### config.mk
export PLATFORM = sky130hd
export DESIGN_NAME = keypad_lock_control
export DESIGN_NICKNAME = d
export VERILOG_FILES = /design/src/hw/keypad_lock_control.v /design/src/hw/second_tick.v /design/src/hw/sec_countdown.v
export VERILOG_INCLUDE_DIRS = /design/src /design/src/hw
export SDC_FILE = /design/constraint.sdc
export NUM_CORES = 1
export LEC_CHECK = 0
export ABC_AREA = 1
export BUFFER_PORTS_ARGS = -buffer_cell sky130_fd_sc_hd__buf_2
export CORE_ASPECT_RATIO = 1.1
export CORE_MARGIN = 2
export CORE_UTILIZATION = 51
export CTS_CLUSTER_DIAMETER = 80
export DETAILED_ROUTE_END_ITERATION = 8
export PLACE_DENSITY = 0.77
export SYNTH_ARGS = -nofsm -noshare
export SYNTH_HDL_FRONTEND = slang
export SYNTH_HIERARCHICAL = 1
export SYNTH_SLANG_ARGS = --single-unit
### constraint.sdc
create_clock -name aclk -period 1.9 [get_ports aclk]
set_input_delay 0.19 -clock aclk [delete_from_list [all_inputs] [get_ports aclk]]
set_output_delay 0.19 -clock aclk [all_outputs]
set_load 0.02 [all_outputs]
### src/hw/keylock_consts.vh
`ifndef KEYLOCK_CONSTS_VH
`define KEYLOCK_CONSTS_VH

// ****************************************************************
// register indices (byte address = index * 4)
// ****************************************************************
`define IDX_UNLOCK_FIRST 10'h033
`define IDX_UNLOCK_SECOND 10'h034
`define IDX_EXT_TRIGGER 10'h035
`define IDX_LOCK_TIMING 10'h036
`define IDX_GUARD_CONFIG 10'h037
`define IDX_INT_STATUS 10'h040
`define IDX_INT_MASK 10'h041
`define IDX_LOCK_STATE 10'h042

// ****************************************************************
// field positions
// ****************************************************************
`define CODE_MSB 6
`define LEVEL_BIT 7
`define HOLD_MSB 7
`define HOLD_LSB 3
`define WIN_MSB 2
`define LOCK_EN_BIT 0

// status / mask bits
`define ST_LOCK 0
`define ST_EVENT 1
`define ST_UNLOCK 2
`define ST_FAIL 3
`define ST_W 4

// ****************************************************************
// reset values and responses
// ****************************************************************
`define REG_RESET 8'h00
`define STAT_RESET 4'h0
`define RESP_OKAY 2'h0
`define RESP_SLVERR 2'h2

// ****************************************************************
// timing
// ****************************************************************
`define CLK_PERIOD_NS 10
`define TICK_PERIOD_NS 1000000000

`endif

### src/hw/keypad_lock_control.v
`timescale 1ns/10ps
`include "keylock_consts.vh"

module keypad_lock_control #(
    parameter CYCLES_PER_SEC = `TICK_PERIOD_NS / `CLK_PERIOD_NS
) (
    input wire aclk,
    input wire aresetn,
    input wire [11:0] s_axi_awaddr,
    input wire s_axi_awvalid,
    output reg s_axi_awready,
    input wire [31:0] s_axi_wdata,
    input wire [3:0] s_axi_wstrb,
    input wire s_axi_wvalid,
    output reg s_axi_wready,
    output reg [1:0] s_axi_bresp,
    output reg s_axi_bvalid,
    input wire s_axi_bready,
    input wire [11:0] s_axi_araddr,
    input wire s_axi_arvalid,
    output reg s_axi_arready,
    output reg [31:0] s_axi_rdata,
    output reg [1:0] s_axi_rresp,
    output reg s_axi_rvalid,
    input wire s_axi_rready,
    input wire evt_valid,
    input wire [6:0] evt_code,
    input wire evt_state,
    output reg irq_q,
    output reg locked_q
);

    // ****************************************************************
    // lock states
    // ****************************************************************
    localparam [1:0] S_OPEN = 2'h0;
    localparam [1:0] S_LOCKED = 2'h1;
    localparam [1:0] S_WAIT2 = 2'h2;

    reg [1:0] state_q, state_d;

    // ****************************************************************
    // registers
    // ****************************************************************
    reg [7:0] unlock_first_q, unlock_second_q, ext_trigger_q, lock_timing_q;
    reg [`ST_W-1:0] status_q, status_d, status_set, mask_q;

    // write address and data are held until both are in
    reg aw_hold_q, w_hold_q, wr_lane_q;
    reg [9:0] wr_idx_q;
    reg [7:0] wr_byte_q;

    wire tick, hold_run, win_run, win_exp;

    // ****************************************************************
    // event matching
    // ****************************************************************
    wire [6:0] first_key_code = unlock_first_q[`CODE_MSB:0];
    wire first_key_level = unlock_first_q[`LEVEL_BIT];
    wire [6:0] second_key_code = unlock_second_q[`CODE_MSB:0];
    wire second_key_level = unlock_second_q[`LEVEL_BIT];
    wire [6:0] guard_trigger_code = ext_trigger_q[`CODE_MSB:0];
    wire guard_trigger_level = ext_trigger_q[`LEVEL_BIT];
    wire [4:0] hold_secs = lock_timing_q[`HOLD_MSB:`HOLD_LSB];
    wire [2:0] win_secs = lock_timing_q[`WIN_MSB:0];

    // code 0 means unused: it never matches
    // first key, second key and external trigger event matches
    wire first_hit = evt_valid && (first_key_code != 7'h00) &&
        (evt_code == first_key_code) && (evt_state == first_key_level);
    wire second_hit = evt_valid && (second_key_code != 7'h00) &&
        (evt_code == second_key_code) && (evt_state == second_key_level);
    wire ext_hit = evt_valid && (guard_trigger_code != 7'h00) &&
        (evt_code == guard_trigger_code) &&
        (evt_state == guard_trigger_level);

    wire is_locked = (state_q != S_OPEN);

    // ****************************************************************
    // bus decode
    // ****************************************************************
    wire wr_fire = aw_hold_q && w_hold_q && !s_axi_bvalid;
    wire wr_en = wr_fire && wr_lane_q;
    wire wr_guard = wr_en && (wr_idx_q == `IDX_GUARD_CONFIG);
    wire wr_status = wr_en && (wr_idx_q == `IDX_INT_STATUS);
    wire wr_map_ok = (wr_idx_q == `IDX_UNLOCK_FIRST) ||
        (wr_idx_q == `IDX_UNLOCK_SECOND) ||
        (wr_idx_q == `IDX_EXT_TRIGGER) ||
        (wr_idx_q == `IDX_LOCK_TIMING) ||
        (wr_idx_q == `IDX_GUARD_CONFIG) ||
        (wr_idx_q == `IDX_INT_STATUS) ||
        (wr_idx_q == `IDX_INT_MASK) ||
        (wr_idx_q == `IDX_LOCK_STATE);

    // ****************************************************************
    // timers
    // ****************************************************************
    // one-second time base
    second_tick #(
        .CYCLES(CYCLES_PER_SEC)
    ) u_tick (
        .aclk(aclk),
        .aresetn(aresetn),
        .tick_q(tick)
    );

    // hold-off starts on the first event while locked
    wire hold_load = is_locked && evt_valid && (hold_secs != 5'h00) &&
        !hold_run;
    wire hold_clear = (state_d == S_OPEN);

    sec_countdown #(
        .W(5)
    ) u_hold (
        .aclk(aclk),
        .aresetn(aresetn),
        .tick(tick),
        .load(hold_load),
        .load_val(hold_secs),
        .clear(hold_clear),
        .running_q(hold_run),
        .expired_q()
    );

    // window armed by the first unlock event
    wire win_load = (state_q == S_LOCKED) && (state_d == S_WAIT2) &&
        (win_secs != 3'h0);
    wire win_clear = (state_d != S_WAIT2);

    sec_countdown #(
        .W(5)
    ) u_win (
        .aclk(aclk),
        .aresetn(aresetn),
        .tick(tick),
        .load(win_load),
        .load_val({2'h0, win_secs}),
        .clear(win_clear),
        .running_q(win_run),
        .expired_q(win_exp)
    );

    // ****************************************************************
    // lock sequencing
    // ****************************************************************
    always @* begin
        state_d = state_q;
        status_set = {`ST_W{1'b0}};
        // lock-engaged flag on the external trigger
        if (ext_hit) begin
            status_set[`ST_LOCK] = 1'b1;
        end
        // event interrupt unless hold-off masks it
        if (evt_valid && !(is_locked && hold_run)) begin
            status_set[`ST_EVENT] = 1'b1;
        end
        case (state_q)
            S_OPEN: begin
                if (ext_hit || (wr_guard && wr_byte_q[`LOCK_EN_BIT])) begin
                    state_d = S_LOCKED;
                end
            end
            S_LOCKED: begin
                if (wr_guard && !wr_byte_q[`LOCK_EN_BIT]) begin
                    state_d = S_OPEN;
                end else if (first_hit) begin
                    state_d = S_WAIT2;
                end
            end
            S_WAIT2: begin
                if (wr_guard && !wr_byte_q[`LOCK_EN_BIT]) begin
                    state_d = S_OPEN;
                end else if (second_hit) begin
                    state_d = S_OPEN;
                    status_set[`ST_UNLOCK] = 1'b1;
                // any other event or window expiry relocks
                end else if (evt_valid || win_exp) begin
                    state_d = S_LOCKED;
                    status_set[`ST_FAIL] = 1'b1;
                end
            end
            default: begin
                state_d = S_LOCKED;
            end
        endcase
        // set wins over a write-one clear in the same cycle
        status_d = status_q;
        if (wr_status) begin
            status_d = status_q & ~wr_byte_q[`ST_W-1:0];
        end
        status_d = status_d | status_set;
    end

    always @(posedge aclk) begin
        if (!aresetn) begin
            state_q <= S_OPEN;
            locked_q <= 1'b0;
            status_q <= `STAT_RESET;
            irq_q <= 1'b0;
        end else begin
            state_q <= state_d;
            locked_q <= (state_d != S_OPEN);
            status_q <= status_d;
            irq_q <= |(status_d & mask_q);
        end
    end

    // ****************************************************************
    // software registers
    // ****************************************************************
    always @(posedge aclk) begin
        if (!aresetn) begin
            unlock_first_q <= `REG_RESET;
            unlock_second_q <= `REG_RESET;
            ext_trigger_q <= `REG_RESET;
            lock_timing_q <= `REG_RESET;
            mask_q <= `STAT_RESET;
        end else if (wr_en) begin
            case (wr_idx_q)
                `IDX_UNLOCK_FIRST: begin
                    unlock_first_q <= wr_byte_q;
                end
                `IDX_UNLOCK_SECOND: begin
                    unlock_second_q <= wr_byte_q;
                end
                `IDX_EXT_TRIGGER: begin
                    ext_trigger_q <= wr_byte_q;
                end
                `IDX_LOCK_TIMING: begin
                    lock_timing_q <= wr_byte_q;
                end
                `IDX_INT_MASK: begin
                    mask_q <= wr_byte_q[`ST_W-1:0];
                end
                default: begin
                    mask_q <= mask_q;
                end
            endcase
        end
    end

    // ****************************************************************
    // axi4-lite write channels
    // ****************************************************************
    // address and data are taken in either order; one write in flight
    always @(posedge aclk) begin
        if (!aresetn) begin
            aw_hold_q <= 1'b0;
            w_hold_q <= 1'b0;
            wr_idx_q <= 10'h000;
            wr_byte_q <= 8'h00;
            wr_lane_q <= 1'b0;
            s_axi_awready <= 1'b0;
            s_axi_wready <= 1'b0;
            s_axi_bvalid <= 1'b0;
            s_axi_bresp <= `RESP_OKAY;
        end else begin
            s_axi_awready <= !aw_hold_q && !s_axi_awready &&
                !s_axi_bvalid;
            s_axi_wready <= !w_hold_q && !s_axi_wready &&
                !s_axi_bvalid;
            if (s_axi_awvalid && s_axi_awready) begin
                aw_hold_q <= 1'b1;
                wr_idx_q <= s_axi_awaddr[11:2];
                s_axi_awready <= 1'b0;
            end
            if (s_axi_wvalid && s_axi_wready) begin
                w_hold_q <= 1'b1;
                wr_byte_q <= s_axi_wdata[7:0];
                wr_lane_q <= s_axi_wstrb[0];
                s_axi_wready <= 1'b0;
            end
            if (wr_fire) begin
                aw_hold_q <= 1'b0;
                w_hold_q <= 1'b0;
                s_axi_bvalid <= 1'b1;
                s_axi_bresp <= wr_map_ok ? `RESP_OKAY : `RESP_SLVERR;
            end else if (s_axi_bvalid && s_axi_bready) begin
                s_axi_bvalid <= 1'b0;
            end
        end
    end

    // ****************************************************************
    // axi4-lite read channels
    // ****************************************************************
    reg [7:0] rd_byte;
    reg rd_ok;

    always @* begin
        rd_byte = 8'h00;
        rd_ok = 1'b1;
        case (s_axi_araddr[11:2])
            `IDX_UNLOCK_FIRST: begin
                rd_byte = unlock_first_q;
            end
            `IDX_UNLOCK_SECOND: begin
                rd_byte = unlock_second_q;
            end
            `IDX_EXT_TRIGGER: begin
                rd_byte = ext_trigger_q;
            end
            `IDX_LOCK_TIMING: begin
                rd_byte = lock_timing_q;
            end
            `IDX_GUARD_CONFIG: begin
                // enable bit reflects lock mode, rest reads 0
                rd_byte = {7'h00, is_locked};
            end
            `IDX_INT_STATUS: begin
                rd_byte = {4'h0, status_q};
            end
            `IDX_INT_MASK: begin
                rd_byte = {4'h0, mask_q};
            end
            `IDX_LOCK_STATE: begin
                rd_byte = {5'h00, hold_run, win_run, is_locked};
            end
            default: begin
                rd_ok = 1'b0;
            end
        endcase
    end

    always @(posedge aclk) begin
        if (!aresetn) begin
            s_axi_arready <= 1'b0;
            s_axi_rvalid <= 1'b0;
            s_axi_rdata <= 32'h00000000;
            s_axi_rresp <= `RESP_OKAY;
        end else begin
            s_axi_arready <= !s_axi_rvalid && !s_axi_arready;
            if (s_axi_arvalid && s_axi_arready) begin
                s_axi_arready <= 1'b0;
                s_axi_rvalid <= 1'b1;
                s_axi_rdata <= {24'h000000, rd_byte};
                s_axi_rresp <= rd_ok ? `RESP_OKAY : `RESP_SLVERR;
            end else if (s_axi_rvalid && s_axi_rready) begin
                s_axi_rvalid <= 1'b0;
            end
        end
    end

endmodule // keypad_lock_control

### src/hw/second_tick.v
`timescale 1ns/10ps

// one-cycle enable pulse once per CYCLES clocks
module second_tick #(
    parameter CYCLES = 100000000
) (
    input wire aclk,
    input wire aresetn,
    output reg tick_q
);

    localparam integer LAST_I = CYCLES - 1;
    localparam [26:0] LAST = LAST_I[26:0];

    reg [26:0] cnt_q;

    always @(posedge aclk) begin
        if (!aresetn) begin
            cnt_q <= 27'h0000000;
            tick_q <= 1'b0;
        end else if (cnt_q == LAST) begin
            cnt_q <= 27'h0000000;
            tick_q <= 1'b1;
        end else begin
            cnt_q <= cnt_q + 27'h0000001;
            tick_q <= 1'b0;
        end
    end

endmodule // second_tick

### src/hw/sec_countdown.v
`timescale 1ns/10ps

// seconds countdown; free-running tick means a load of n lasts
// between n and n+1 seconds, so the time is never short
module sec_countdown #(
    parameter W = 5
) (
    input wire aclk,
    input wire aresetn,
    input wire tick,
    input wire load,
    input wire [W-1:0] load_val,
    input wire clear,
    output reg running_q,
    output reg expired_q
);

    reg [W-1:0] cnt_q;

    always @(posedge aclk) begin
        if (!aresetn || clear) begin
            cnt_q <= {W{1'b0}};
            running_q <= 1'b0;
            expired_q <= 1'b0;
        end else if (load) begin
            cnt_q <= load_val;
            running_q <= 1'b1;
            expired_q <= 1'b0;
        end else begin
            expired_q <= 1'b0;
            if (running_q && tick) begin
                if (cnt_q == {W{1'b0}}) begin
                    running_q <= 1'b0;
                    expired_q <= 1'b1;
                end else begin
                    cnt_q <= cnt_q - {{(W-1){1'b0}}, 1'b1};
                end
            end
        end
    end

endmodule // sec_countdown

[After elaboration in Yosys (flattened, before gate mapping)]
Index checks and enable logic that the tools add are counted.
Word-level totals
  logic and storage cells: 199
  input port bits: 76
  output and inout bits: 43
  bits in registers: 123
Operators by class
  add/subtract/negate cells: 3
  reductions and logical operators: 93
  bitwise logic cells: 7
  muxes and demuxes: 37
  equality and inequality tests: 29
Operators with widths (count)
  10-bit by 6-bit == test with 1-bit output, second input constant: 10
  8-bit one-hot mux with 8 select lines: 1
  10-bit by 7-bit == test with 1-bit output, second input constant: 6
  1-bit logical AND: 35
  27-bit by 1-bit adder with 27-bit output, second input constant: 1
  27-bit == test, second input constant: 1
  7-bit == test: 3
  7-bit nonzero test: 3
  2-bit two-way mux: 10
  2-bit AND reduction: 10
  1-bit two-way mux: 18
  2-bit nonzero test: 8
  5-bit two-way mux: 3
  2-bit OR reduction: 6
  1-bit zero test: 11
  1-bit logical OR: 11
  5-bit zero test: 2
  5-bit by 1-bit subtractor with 5-bit output, second input constant: 2
  3-bit two-way mux: 3
  4-bit AND: 2
  8-bit OR reduction: 1
  2-bit one-hot mux with 3 select lines: 1
  5-bit nonzero test: 1
  2-bit == test, second input constant: 2
  other kinds (12): 18

[Logic depth before layout (Yosys ltp)]
Gate-level depths: netlist of run 1.
  depth in word-level cells: 13
  mapped depth: 15
  depth with buffers taken out: 15

[Modules after synthesis]
Netlist of run 1, hierarchy kept.
By module, submodules not included
  keypad_lock_control: area an instance 4257.8 um2, times used 1, cells an instance 633, sequential area each 1601.5 um2
  second_tick: area an instance 1468.9 um2, times used 1, cells an instance 223, sequential area each 560.5 um2
  sec_countdown: area an instance 425.4 um2, times used 2, cells an instance 64, sequential area each 140.1 um2

[Worst setup path after synthesis of run 1]
No wires, ideal clock.
  path type: reg2reg
  from: reg s_axi_bvalid
  to: reg u_win.cnt_q[4]
  data required time: 1.786 ns
  library setup time: 0.114 ns
  period minus slack after synthesis: 2.357 ns
  arrival time: 2.243 ns
  setup slack: -0.457 ns
  cell stages (with the launch flop): 15
  buffers on the path: 0
  cell sequence: dfxtp_1 inv_1 nand4_4 inv_2 nand4_1 nand2_1 o21ai_0 inv_1 nor2_1 inv_2 or2_0 nand3_1 nor2_1 nor2_1 nor2_1
Between the ends
  elaborated cells on any way between the ends: 17
  classes of those cells: 2 x eq/ne; 4 x mux; 11 x reduce/logical
RTL lines
  start, declared: RTL line keypad_lock_control.v:17  | output reg s_axi_bvalid,
  start signal, assigned: RTL line keypad_lock_control.v:255  | s_axi_bvalid <= 1'b0;
  start signal, assigned: RTL line keypad_lock_control.v:276  | s_axi_bvalid <= 1'b1;
  start signal, assigned: RTL line keypad_lock_control.v:279  | s_axi_bvalid <= 1'b0;
  1-bit zero test *: RTL line keypad_lock_control.v:82  | wire wr_fire = aw_hold_q && w_hold_q && !s_axi_bvalid;
  1-bit logical AND *: RTL line keypad_lock_control.v:82
  1-bit logical AND *: RTL line keypad_lock_control.v:83  | wire wr_en = wr_fire && wr_lane_q;
  1-bit logical AND *: RTL line keypad_lock_control.v:84  | wire wr_guard = wr_en && (wr_idx_q == `IDX_GUARD_CONFIG);
  1-bit logical AND: RTL line keypad_lock_control.v:159  | if (ext_hit || (wr_guard && wr_byte_q[`LOCK_EN_BIT])) begin
  1-bit logical OR: RTL line keypad_lock_control.v:159
  2-bit two-way mux: RTL line keypad_lock_control.v:159
  2-bit one-hot mux with 3 select lines *: RTL line keypad_lock_control.v:157  | case (state_q)
  2-bit != test *: RTL line keypad_lock_control.v:128  | wire win_clear = (state_d != S_WAIT2);
  named net win_clear: RTL line keypad_lock_control.v:128
  1-bit logical OR *: RTL line sec_countdown.v:21  | if (!aresetn || clear) begin
  2-bit OR reduction (no source line) *
  end signal, assigned: RTL line sec_countdown.v:22  | cnt_q <= {W{1'b0}};
  end signal, assigned: RTL line sec_countdown.v:26  | cnt_q <= load_val;
  end signal, assigned: RTL line sec_countdown.v:36  | cnt_q <= cnt_q - {{(W-1){1'b0}}, 1'b1};
  end, declared: RTL line sec_countdown.v:18  | reg [W-1:0] cnt_q;
The timed path passes the listed nets; every way through them passes the cells marked *.
A chain may end at the register's enable or synchronous reset.

[Worst setup path in the final report of run 1]
  from: reg wr_idx_q[2]
  to: reg u_win.cnt_q[0]
Between the ends
  elaborated cells on any way between the ends: 18
  classes of those cells: 4 x eq/ne; 5 x mux; 9 x reduce/logical
RTL lines
  start, declared: RTL line keypad_lock_control.v:50  | reg [9:0] wr_idx_q;
  start signal, assigned: RTL line keypad_lock_control.v:264  | wr_idx_q <= s_axi_awaddr[11:2];
  10-bit by 6-bit == test with 1-bit output (no source line) *
  1-bit logical AND *: RTL line keypad_lock_control.v:84
  1-bit logical AND: RTL line keypad_lock_control.v:159
  1-bit logical OR: RTL line keypad_lock_control.v:159
  2-bit two-way mux: RTL line keypad_lock_control.v:159
  2-bit one-hot mux with 3 select lines *: RTL line keypad_lock_control.v:157
  2-bit != test *: RTL line keypad_lock_control.v:128
  named net win_clear: RTL line keypad_lock_control.v:128
  1-bit logical OR *: RTL line sec_countdown.v:21
Marked as above.

==> results of run 1 <==
layout make-up:
class	count	area [um2]	area share
Clock buffer	22	464	0.0584
Clock inverter	9	124	0.0156
Inverter	129	487	0.0613
Multi-Input combinational cell	714	3560	0.448
Sequential cell	121	2440	0.307
Tap cell	157	196	0.0247
Timing Repair Buffer	107	671	0.0844
flip-flops by register name, summed over array words and instances, names as in the netlist, 2 cells and up:
signal           cells
wr_byte_q            8
lock_timing_q        8
status_q             4
ext_trigger_q        8
u_hold/cnt_q         5
unlock_second_q      8
state_q              2
s_axi_rdata          8
u_tick/cnt_q        27
wr_idx_q            10
u_win/cnt_q          5
mask_q               4
unlock_first_q       8
final timing paths:
kind / depth (start not counted) / to / startpoint / slack (ns)
min: 3 / s_axi_bvalid / s_axi_bready / 0.02
max: 14 / u_win/cnt_q[0] / wr_idx_q[2] / -0.1
max reg2reg: 14 / u_win/cnt_q[0] / wr_idx_q[2] / -0.1
min reg2reg: 1 / s_axi_arready / s_axi_arready / 0.44
repair_timing:
action	CTS	global route
setup buffers	1	6
pin swaps	5	22
hold buffers	0	0
setup endpoints to repair	11	13
resized for setup	7	41
routing by layer:
layer | part of all wire | vias to the layer above
met5 | 0 | -
met4 | 0.025 | 0
met3 | 0.068 | 35
met2 | 0.48 | 238
met1 | 0.43 | 2887
li1 | - | 3320
where the power goes:
group	switching [mW]	leakage (nW)	total (mW)	internal, mW
sequential	0.0433	0.985	2.63	2.59
clock	1.10	0.293	3.21	2.11
combinational	0.295	2.17	0.433	0.139
stage by stage:
| step | power, mW | hold slack [ns] | area, um2 | utilization | worst slack [ns] |
|---|---|---|---|---|---|
| after detailed placement | 3.10 | 0.435 | 7180 | 0.570 | -0.105 |
| after global routing | 6.47 | 0.0286 | 7940 | 0.631 | -0.147 |
| after global placement | 3.10 | 0.428 | 7180 | 0.570 | -0.0531 |
| after CTS | 6.30 | 0.0115 | 7800 | 0.619 | -0.0247 |
| after floorplan | 2.99 | 0.302 | 6670 | - | 0.0138 |
| final | 6.28 | 0.0157 | 7940 | 0.631 | -0.0955 |
worst max-delay path, cell delays in order, from the launching register on:
cell and delay, ns:
dfxtp_2 0.33, inv_2 0.04, nor2_2 0.11, nand2_2 0.07, nor2_4 0.11, nand4_1 0.26
nand2_2 0.20, o21ai_4 0.07, inv_2 0.08, nor2_4 0.05, buf_4 0.15, buf_6 0.13
o21ai_2 0.13, o21ai_1 0.07, a21oi_1 0.12
==> summary.txt, run 1 <==
Status
  • Status: finished with violations
  • Failing checks: setup timing

Die
  • Starting density of the core: 0.520
  • Core area: between 0.01 and 0.015 mm2
  • I/O Pins: between 100 and 150
  • Row cnt: 43
  • Die H: about 120 um
  • Die footprint: 0.0138 mm2
  • Die W: 112 um

Placed design
  • DP HPWL: ~12000 um
  • Placed Cells: between 1k and 1.5k
  • Placer Congestion: 0.922
  • Port bufs: 61

Route
  • DR vias: 6480
  • Post-Route WL: about 17000 um
  • Drt initial violations: about 550
  • Post-DR vias/cell: ~5
  • WL/cell: 13.2 um
  • Final ANT Viol Nets: 0
  • Drt pass-1 iters: 6
  • Remaining DRCs: 0

Synth
  • Post-synthesis cell count: approximately 1000
  • Yosys warning total: 6
  • Syn avg cell area: 6.67 um2
  • Cell area after synthesis: roughly 0.0066 mm2

Timing
  • Peak Freq: ~500 MHz
  • Worst slew margin: 0.667
  • Setup WS post-layout: -0.0955 ns
  • Slew @ Worst Pin: between 0.4 and 0.5 ns
  • Final setup viols: 6
  • RSZ-0062 raised after global routing: yes
  • Tmin final: 2.00 ns
  • Slew Viols, Final: 0
  • Skew final: ~0.013 ns
  • Final hold violation count: 0
  • Total negative slack: -0.469 ns
  • Tcrit/Tclk final: 1.05

Clocking
  • Clock sinks: 121
  • # H-tree levels: 4
  • Worst-path clk slew: roughly 0.05 ns
  • CTS max path bufs: 2
  • Clock buffer count from CTS: 17
  • Clk_lat worst skew: 0.42 ns
  • CTS Root Cell: clkbuf_16
  • CTS tree: yes

Worst setup path
  • Startpoint Class: flip-flop
  • Worst Path Arrival: about 2.3 ns
  • Crit Path Max Fanout: 7
  • Crit. End Element: flip-flop
  • Critical path class: reg -> reg
  • CP required: 2.24 ns

Power
  • Lkg Pwr: around 3.5 nW
  • Maximum VDD drop: 0.812 mV
  • Power per cell area: between 700 and 800 mW/mm2

Finish
  • Layout net count: roughly 1.2k
  • Synthesis-to-finish area growth: 21.2%
  • Commonest cells after routing, fill and taps aside: 206 x nand2_1, 163 x nor2_1, 116 x inv_1
  • Fillers: ~1.1k
  • Layout cells sized above 1: 0.201
  • N_diodes: 0
  • Commonest non-fill, non-tap cell in the layout: nand2_1
  • Fin cells: 1259

Global route
  • Global routing usage on met2: 0.410
  • Initial antenna violation count: 0
  • All-Layer GR Usage: 0.239
  • Largest net degree at the start of global routing: 33
  • Met1 usage: 0.298
  • First-pass GRT wire length: approximately 26000 um
  • Gr busiest metal: met2
  • Gr ovfl total: 0
  • Vias in the first global route: between 5k and 6k
  • Grt met3 use: 0.0484

Flow run
  • Maxcap violations: 0

Worst hold path
  • Worst hold path class: in -> reg
No activity file was read; power rests on OpenSTA's default activity.
==> inputs of run 2 (changes only) <==
==> constraint.sdc (replaced) <==
create_clock -name aclk -period 1.9 [get_ports aclk]
set_input_delay 0.19 -clock aclk [delete_from_list [all_inputs] [get_ports aclk]]
set_output_delay 0.19 -clock aclk [all_outputs]
set_load 0.05 [all_outputs]
==> summary.txt, run 2 (synthesis gave the netlist of run 1 again) <==
Power
  • Lkg Pwr: 3.44 nW (-0.42%)
  • Pwr Total: 6.38 mW (+1.6%)
  • Power per cell area: 804 mW/mm2 (+1.7%)
  • Maximum VDD drop: 0.761 mV (-6.3%)

Worst setup path
  • Worst Setup SP: wr_idx_q[2]
  • FF-to-FF Start: wr_idx_q[2]
  • Worst path max stage delay: 0.33 ns (about the same)
  • Worst Path Arrival: 2.26 ns (-0.08 ns)
  • Worst r2r dst: u_hold/running_q
  • Worst Path Buf+Inv: 3 (-1)
  • CP required: 2.22 ns (-0.02 ns)
  • Crit. End Element: flip-flop
  • Setup crit end: u_hold/running_q
  • CP delay by family, top: simple AND/OR/NAND/NOR gates
  • Worst path slowest cell: dfxtp_2
  • Critical path class: reg -> reg
  • Worst path depth: 13 (-1)
  • Startpoint Class: flip-flop
  • Crit Path Max Fanout: 4 (-3)
  • CP cell instances: inv_2 > nor2_2 > nand2_2 > nor2_4 > nand4_1 > nand3_1 > o21ai_2 > buf_4 > nor3_2 > buf_4 > nor2_4 > o21ai_1 > nor2_1
  • Reg2reg setup slack: -0.04 ns (+0.06 ns)
  • Worst Reg-to-Reg Cells: 13 (-1)

Timing
  • Tcrit/Tclk final: 1.02 (-0.0311)
  • Worst slew margin: 0.641 (-0.0255)
  • Slew Viols, Final: 0 (unchanged)
  • RSZ-0062 raised after global routing: yes
  • Setup WS post-layout: -0.0366 ns (+0.0590 ns)
  • Peak Freq: 516 MHz (+3.0%)
  • Skew final: 0.00712 ns (-0.00637 ns)
  • Slew @ Worst Pin: 0.535 ns (+0.0380 ns)
  • Tmin final: 1.94 ns (-0.0590 ns)
  • Final setup viols: 8 (+2)
  • Final hold violation count: 0 (unchanged)

Finish
  • Layout cells sized above 1: 0.194 (-0.00633)
  • Fin cells: 1264 (+0.40%)
  • Fillers: 1135 (+0.18%)
  • FF/Latch Area: 0.00244 mm2 (-0.15%)
  • Synthesis-to-finish area growth: 21.1% (about the same)
  • Largest Register: u_tick/cnt_q
  • Max reg flops: 27 (unchanged)
  • N_diodes: 0 (unchanged)
  • Biggest regs: u_tick/cnt_q x27, wr_idx_q x10
  • Layout net count: 1173 (+0.34%)
  • Commonest cells after routing, fill and taps aside: 210 x nand2_1, 162 x nor2_1, 118 x inv_1
  • Commonest non-fill, non-tap cell in the layout: nand2_1
  • Area occupied by multi-input gates: 0.00353 mm2 (-0.88%)

Clocking
  • CTS max path bufs: 2 (unchanged)
  • CTS Root Cell: clkbuf_16
  • Hold buffers post-CTS: 0 (unchanged)
  • Worst-path clk slew: 0.06 ns (about the same)
  • # H-tree levels: 4 (unchanged)
  • CTS tree: yes
  • Clock buffer count from CTS: 17 (unchanged)
  • Clk_lat worst skew: 0.43 ns (about the same)
  • Clock sinks: 121 (unchanged)

Route
  • Post-DR vias/cell: 5.14 (about the same)
  • WL/cell: 13.2 um (-0.17%)
  • DR vias: 6501 (+0.32%)
  • Post-Route WL: 16600 um (+0.22%)
  • Final ANT Viol Nets: 0 (unchanged)
  • Remaining DRCs: 0 (unchanged)
  • Drt pass-1 iters: 7 (+1)
  • Drt initial violations: 488 (-12%)

Worst hold path
  • Worst hold path class: in -> reg

Die
  • I/O Pins: 119 (unchanged)
  • Die footprint: 0.0138 mm2 (unchanged)
  • Starting density of the core: 0.520 (unchanged)
  • Core area: 0.0126 mm2 (unchanged)
  • Die H: 123 um (unchanged)
  • Row cnt: 43 (unchanged)
  • Die W: 112 um (unchanged)

Global route
  • Met1 usage: 0.297 (-0.00147)
  • Initial antenna violation count: 0 (unchanged)
  • All-Layer GR Usage: 0.244 (+0.00511)
  • Largest net degree at the start of global routing: 34 (+3.0%)
  • Vias in the first global route: 5908 (+1.1%)
  • First-pass GRT wire length: 26900 um (+1.8%)
  • Global routing usage on met2: 0.420 (+0.0106)
  • Gr ovfl total: 0 (unchanged)
  • Gr busiest metal: met2
  • Grt met3 use: 0.0504 (+0.00198)

Placed design
  • DP HPWL: 12100 um (+0.31%)
  • Port bufs: 61 (unchanged)
  • Placed Cells: 1229 (+0.66%)
  • Placer Congestion: 0.931 (+0.94%)

Status
  • Failing checks: setup timing
  • Status: finished with violations

Flow run
  • Maxcap violations: 0 (unchanged)
==> run 2: power by group <==
group          leakage, nW  internal, mW  switching (mW)
clock network        0.268          1.97            1.24
logic                 2.19         0.151           0.391
registers            0.984          2.59          0.0413
total                 3.44          4.71            1.67
==> run 2: through the flow <==
stage	setup TNS (ns)	utilization	instance area, um2	hold slack [ns]	setup WS (ns)
floorplan	0	-	6670	0.302	0.0667
global placement	-0.0712	0.576	7250	0.430	-0.0712
detailed placement	-0.137	0.576	7250	0.438	-0.0604
CTS	0	0.624	7860	0.00509	0.00193
global route	-1.26	0.630	7940	0.0321	-0.143
finish	-0.236	0.630	7940	0.00564	-0.0366
==> run 2: worst min path at each step <==
| stage | end | startpoint | cells past startpoint |
|---|---|---|---|
| floorplan | u_tick/tick_q | aresetn | 2 |
| global placement | s_axi_arready | s_axi_arready | 1 |
| detailed placement | u_tick/cnt_q[0] | u_tick/cnt_q[0] | 1 |
| CTS | wr_idx_q[4] | s_axi_awaddr[6] | 3 |
| global route | s_axi_bvalid | s_axi_bready | 3 |
| finish | wr_idx_q[4] | s_axi_awaddr[6] | 3 |
==> run 2: layout make-up <==
cell class,instances,area share
Clock buffer,19,0.0558
Clock inverter,13,0.0183
Inverter,129,0.0620
Multi-Input combinational cell,714,0.445
Sequential cell,121,0.307
Tap cell,157,0.0248
Timing Repair Buffer,111,0.0873
==> run 2: what timing repair did <==
action | 4_1_cts | 5_1_grt
pin swaps | 6 | 20
gates resized for setup | 4 | 29
setup buffers | 1 | 3
setup endpoints to repair | 10 | 15
==> run 2: worst register-to-register path: stages (launching register included) <==
cell,delay (ns)
dfxtp_2,0.33
inv_2,0.04
nor2_2,0.10
nand2_2,0.07
nor2_4,0.12
nand4_1,0.25
nand3_1,0.19
o21ai_2,0.08
buf_4,0.15
nor3_2,0.20
buf_4,0.15
nor2_4,0.04
o21ai_1,0.07
nor2_1,0.05
==> run 2: layer usage <==
| layer | share of wire | routed length, um |
|---|---|---|
| met3 | 0.069 | 1140 |
| met4 | 0.027 | 457 |
| met2 | 0.48 | 8010 |
| met5 | 0 | 0 |
| met1 | 0.42 | 7020 |
==> inputs of run 3 (changes only) <==
--- a/config.mk
+++ b/config.mk
@@ -14,6 +14,7 @@
 export CTS_CLUSTER_DIAMETER = 80
 export DETAILED_ROUTE_END_ITERATION = 8
 export PLACE_DENSITY = 0.77
+export RECOVER_POWER = 50
 export SYNTH_ARGS = -nofsm -noshare
 export SYNTH_HDL_FRONTEND = slang
 export SYNTH_HIERARCHICAL = 1
==> summary.txt, run 3 (synthesis gave the netlist of run 1 again) <==
Finish
  • Synthesis-to-finish area growth: 20.3%
  • Fin cells: 1264 (unchanged)
  • Layout cells sized above 1: 0.173 (-0.0217)
  • Max reg flops: 27 (unchanged)
  • Final core occ: 0.626 (-0.00427)
  • Layout net count: 1173 (unchanged)
  • Biggest regs: u_tick/cnt_q x27, wr_idx_q x10
  • N_diodes: 0 (unchanged)
  • Largest Register: u_tick/cnt_q
  • Commonest cells after routing, fill and taps aside: 210 x nand2_1, 164 x nor2_1, 118 x inv_1
  • Commonest non-fill, non-tap cell in the layout: nand2_1
  • Fillers: 1151 (+1.4%)
  • Post-Layout Inst Area: 0.00788 mm2 (-0.68%)

Route
  • Final ANT Viol Nets: 0 (unchanged)
  • Post-DR vias/cell: 5.17 (+0.49%)
  • Post-Route WL: 16700 um (+0.23%)
  • Remaining DRCs: 0 (unchanged)
  • WL/cell: 13.2 um (+0.23%)
  • Drt pass-1 iters: 5 (-2)
  • DR vias: 6533 (+0.49%)
  • Drt initial violations: 480 (-1.6%)

Timing
  • Tcrit/Tclk final: 1.02 (-0.00201)
  • Worst slew margin: 0.593 (-0.0482)
  • Slew Viols, Final: 0 (unchanged)
  • Tmin final: 1.93 ns (-0.00382 ns)
  • Slew @ Worst Pin: 0.613 ns (+0.0778 ns)
  • Final setup viols: 8 (unchanged)
  • Setup WS post-layout: -0.0327 ns (+0.00382 ns)
  • Skew final: 0.00660 ns (-0.000527 ns)
  • RSZ-0062 raised after global routing: yes
  • Final hold violation count: 0 (unchanged)
  • Peak Freq: 517 MHz (+0.20%)

Die
  • Row cnt: 43 (unchanged)
  • Die W: 112 um (unchanged)
  • Starting density of the core: 0.520 (unchanged)
  • Die H: 123 um (unchanged)
  • Die footprint: 0.0138 mm2 (unchanged)
  • Core area: 0.0126 mm2 (unchanged)
  • I/O Pins: 119 (unchanged)

Power
  • Maximum VDD drop: 0.761 mV (about the same)
  • Net Switching: 1.67 mW (about the same)
  • Clk pwr share: 0.504 (about the same)
  • Sequential group share of total power: 0.413 (about the same)
  • Cell Int Power: 4.70 mW (-0.18%)
  • Comb pwr share: 0.084 (about the same)
  • Pwr Total: 6.37 mW (-0.13%)
  • Lkg Pwr: 3.35 nW (-2.6%)
  • Switching Fraction: 0.263 (+0.000384)
  • Power per cell area: 809 mW/mm2 (+0.56%)

Worst setup path
  • Worst Path Arrival: 2.26 ns (about the same)
  • Crit Path Max Fanout: 4 (unchanged)
  • Worst Reg-to-Reg Cells: 13 (unchanged)
  • CP delay by family, top: simple AND/OR/NAND/NOR gates
  • Critical path class: reg -> reg
  • Reg2reg setup slack: -0.03 ns (about the same)
  • Worst path max stage delay: 0.33 ns (about the same)
  • Crit. End Element: flip-flop
  • FF-to-FF Start: wr_idx_q[2]
  • Worst r2r dst: u_hold/running_q
  • Worst Path Buf+Inv: 3 (unchanged)
  • CP required: 2.22 ns (about the same)
  • Worst path slowest cell: dfxtp_2
  • CP cell instances: inv_2 > nor2_2 > nand2_2 > nor2_4 > nand4_1 > nand3_1 > o21ai_2 > buf_4 > nor3_2 > buf_4 > nor2_4 > o21ai_1 > nor2_1
  • Startpoint Class: flip-flop

Placed design
  • Placed Cells: 1229 (unchanged)
  • Setup slack at placement: -0.0604 ns (unchanged)
  • Placer Congestion: 0.931 (unchanged)
  • Dpl cell area: 0.00725 mm2 (unchanged)
  • Port bufs: 61 (unchanged)
  • DP HPWL: 12100 um (unchanged)

Global route
  • Initial antenna violation count: 0 (unchanged)
  • All-Layer GR Usage: 0.244 (unchanged)
  • First-pass GRT wire length: 26900 um (unchanged)
  • Largest net degree at the start of global routing: 34 (unchanged)
  • Vias in the first global route: 5908 (unchanged)
  • Gr ovfl total: 0 (unchanged)

Clocking
  • Clock sinks: 121 (unchanged)
  • CTS tree: yes
  • Hold buffers post-CTS: 0 (unchanged)
  • # H-tree levels: 4 (unchanged)
  • Clock buffer count from CTS: 17 (unchanged)
  • Worst-path clk slew: 0.06 ns (about the same)
  • CTS Root Cell: clkbuf_16
  • CTS max path bufs: 2 (unchanged)
  • Clk_lat worst skew: 0.43 ns (about the same)

Status
  • Failing checks: setup timing
  • Status: finished with violations

Worst hold path
  • Hold path startpoint: s_axi_awaddr[6]
  • Worst hold path class: in -> reg
  • Hold depth: 3 (unchanged)
  • Min-Delay Endpoint: wr_idx_q[4]

Flow run
  • Maxcap violations: 0 (unchanged)
run 3: cell count changes in the layout (fill, tap and decap cells not counted):
cell,before,now
clkbuf_1,1,22
buf_2,61,44
buf_4,49,43
nor2_1,162,164
clkbuf_2,0,1
clkbuf_4,0,1
nand3_1,55,56
nand3_2,2,1
nor2_2,10,9
nor2_4,8,7
run 3: per-layer routing:
metal	share of wire	track usage
met1	0.43	0.297
met2	0.48	0.420
met3	0.064	0.0504
met4	0.032	0.110
met5	0	0
run 3: timing repair:
item	CTS	global route
resized for setup	4	29
setup endpoints to repair	10	15
buffers inserted	1	3
pin swaps	6	20
run 3: per-stage QoR:
step | hold WS [ns] | setup TNS, ns
final | 0.00590 | -0.199
after CTS | 0.00509 | 0
after detailed placement | 0.438 | -0.137
after floorplan | 0.302 | 0
after global placement | 0.430 | -0.0712
after global routing | 0.0321 | -2.86
run 3: worst reg2reg max path, stage by stage (launching register included):
cell and delay (ns):
dfxtp_2 0.33, inv_2 0.04, nor2_2 0.10, nand2_2 0.07, nor2_4 0.12, nand4_1 0.25
nand3_1 0.19, o21ai_2 0.08, buf_4 0.15, nor3_2 0.20, buf_4 0.15, nor2_4 0.04
o21ai_1 0.07, nor2_1 0.05
run 3: how the worst max path moves through the flow:
stage / start / end / slack, ns / cells after the start
final: wr_idx_q[2] / u_hold/running_q / -0.03 / 13
after CTS: wr_idx_q[6] / u_hold/cnt_q[4] / 0.002 / 12
after floorplan: s_axi_bvalid / u_win/cnt_q[0] / 0.07 / 13
after global placement: unlock_first_q[7] / u_win/cnt_q[4] / -0.07 / 14
after global routing: wr_idx_q[2] / u_win/cnt_q[3] / -0.14 / 15
after detailed placement: unlock_first_q[7] / u_win/cnt_q[4] / -0.06 / 14
run 3: area by class of cell:
class | instances | area, um2 | area share
multi-input combinational | 714 | 3520 | 0.446
sequential | 121 | 2440 | 0.309
timing repair buffer | 111 | 654 | 0.0830
inverter | 129 | 492 | 0.0624
clock buffer | 19 | 443 | 0.0562
tap | 157 | 196 | 0.0249
clock inverter | 13 | 145 | 0.0184
run 3: power groups by stage:
stage	registers, mW	clock network (mW)	logic, mW
floorplan	2.71	0	0.365
global route	2.64	3.35	0.583
global placement	2.68	0	0.521
finish	2.63	3.21	0.533
CTS	2.63	3.24	0.530
detailed placement	2.68	0	0.526
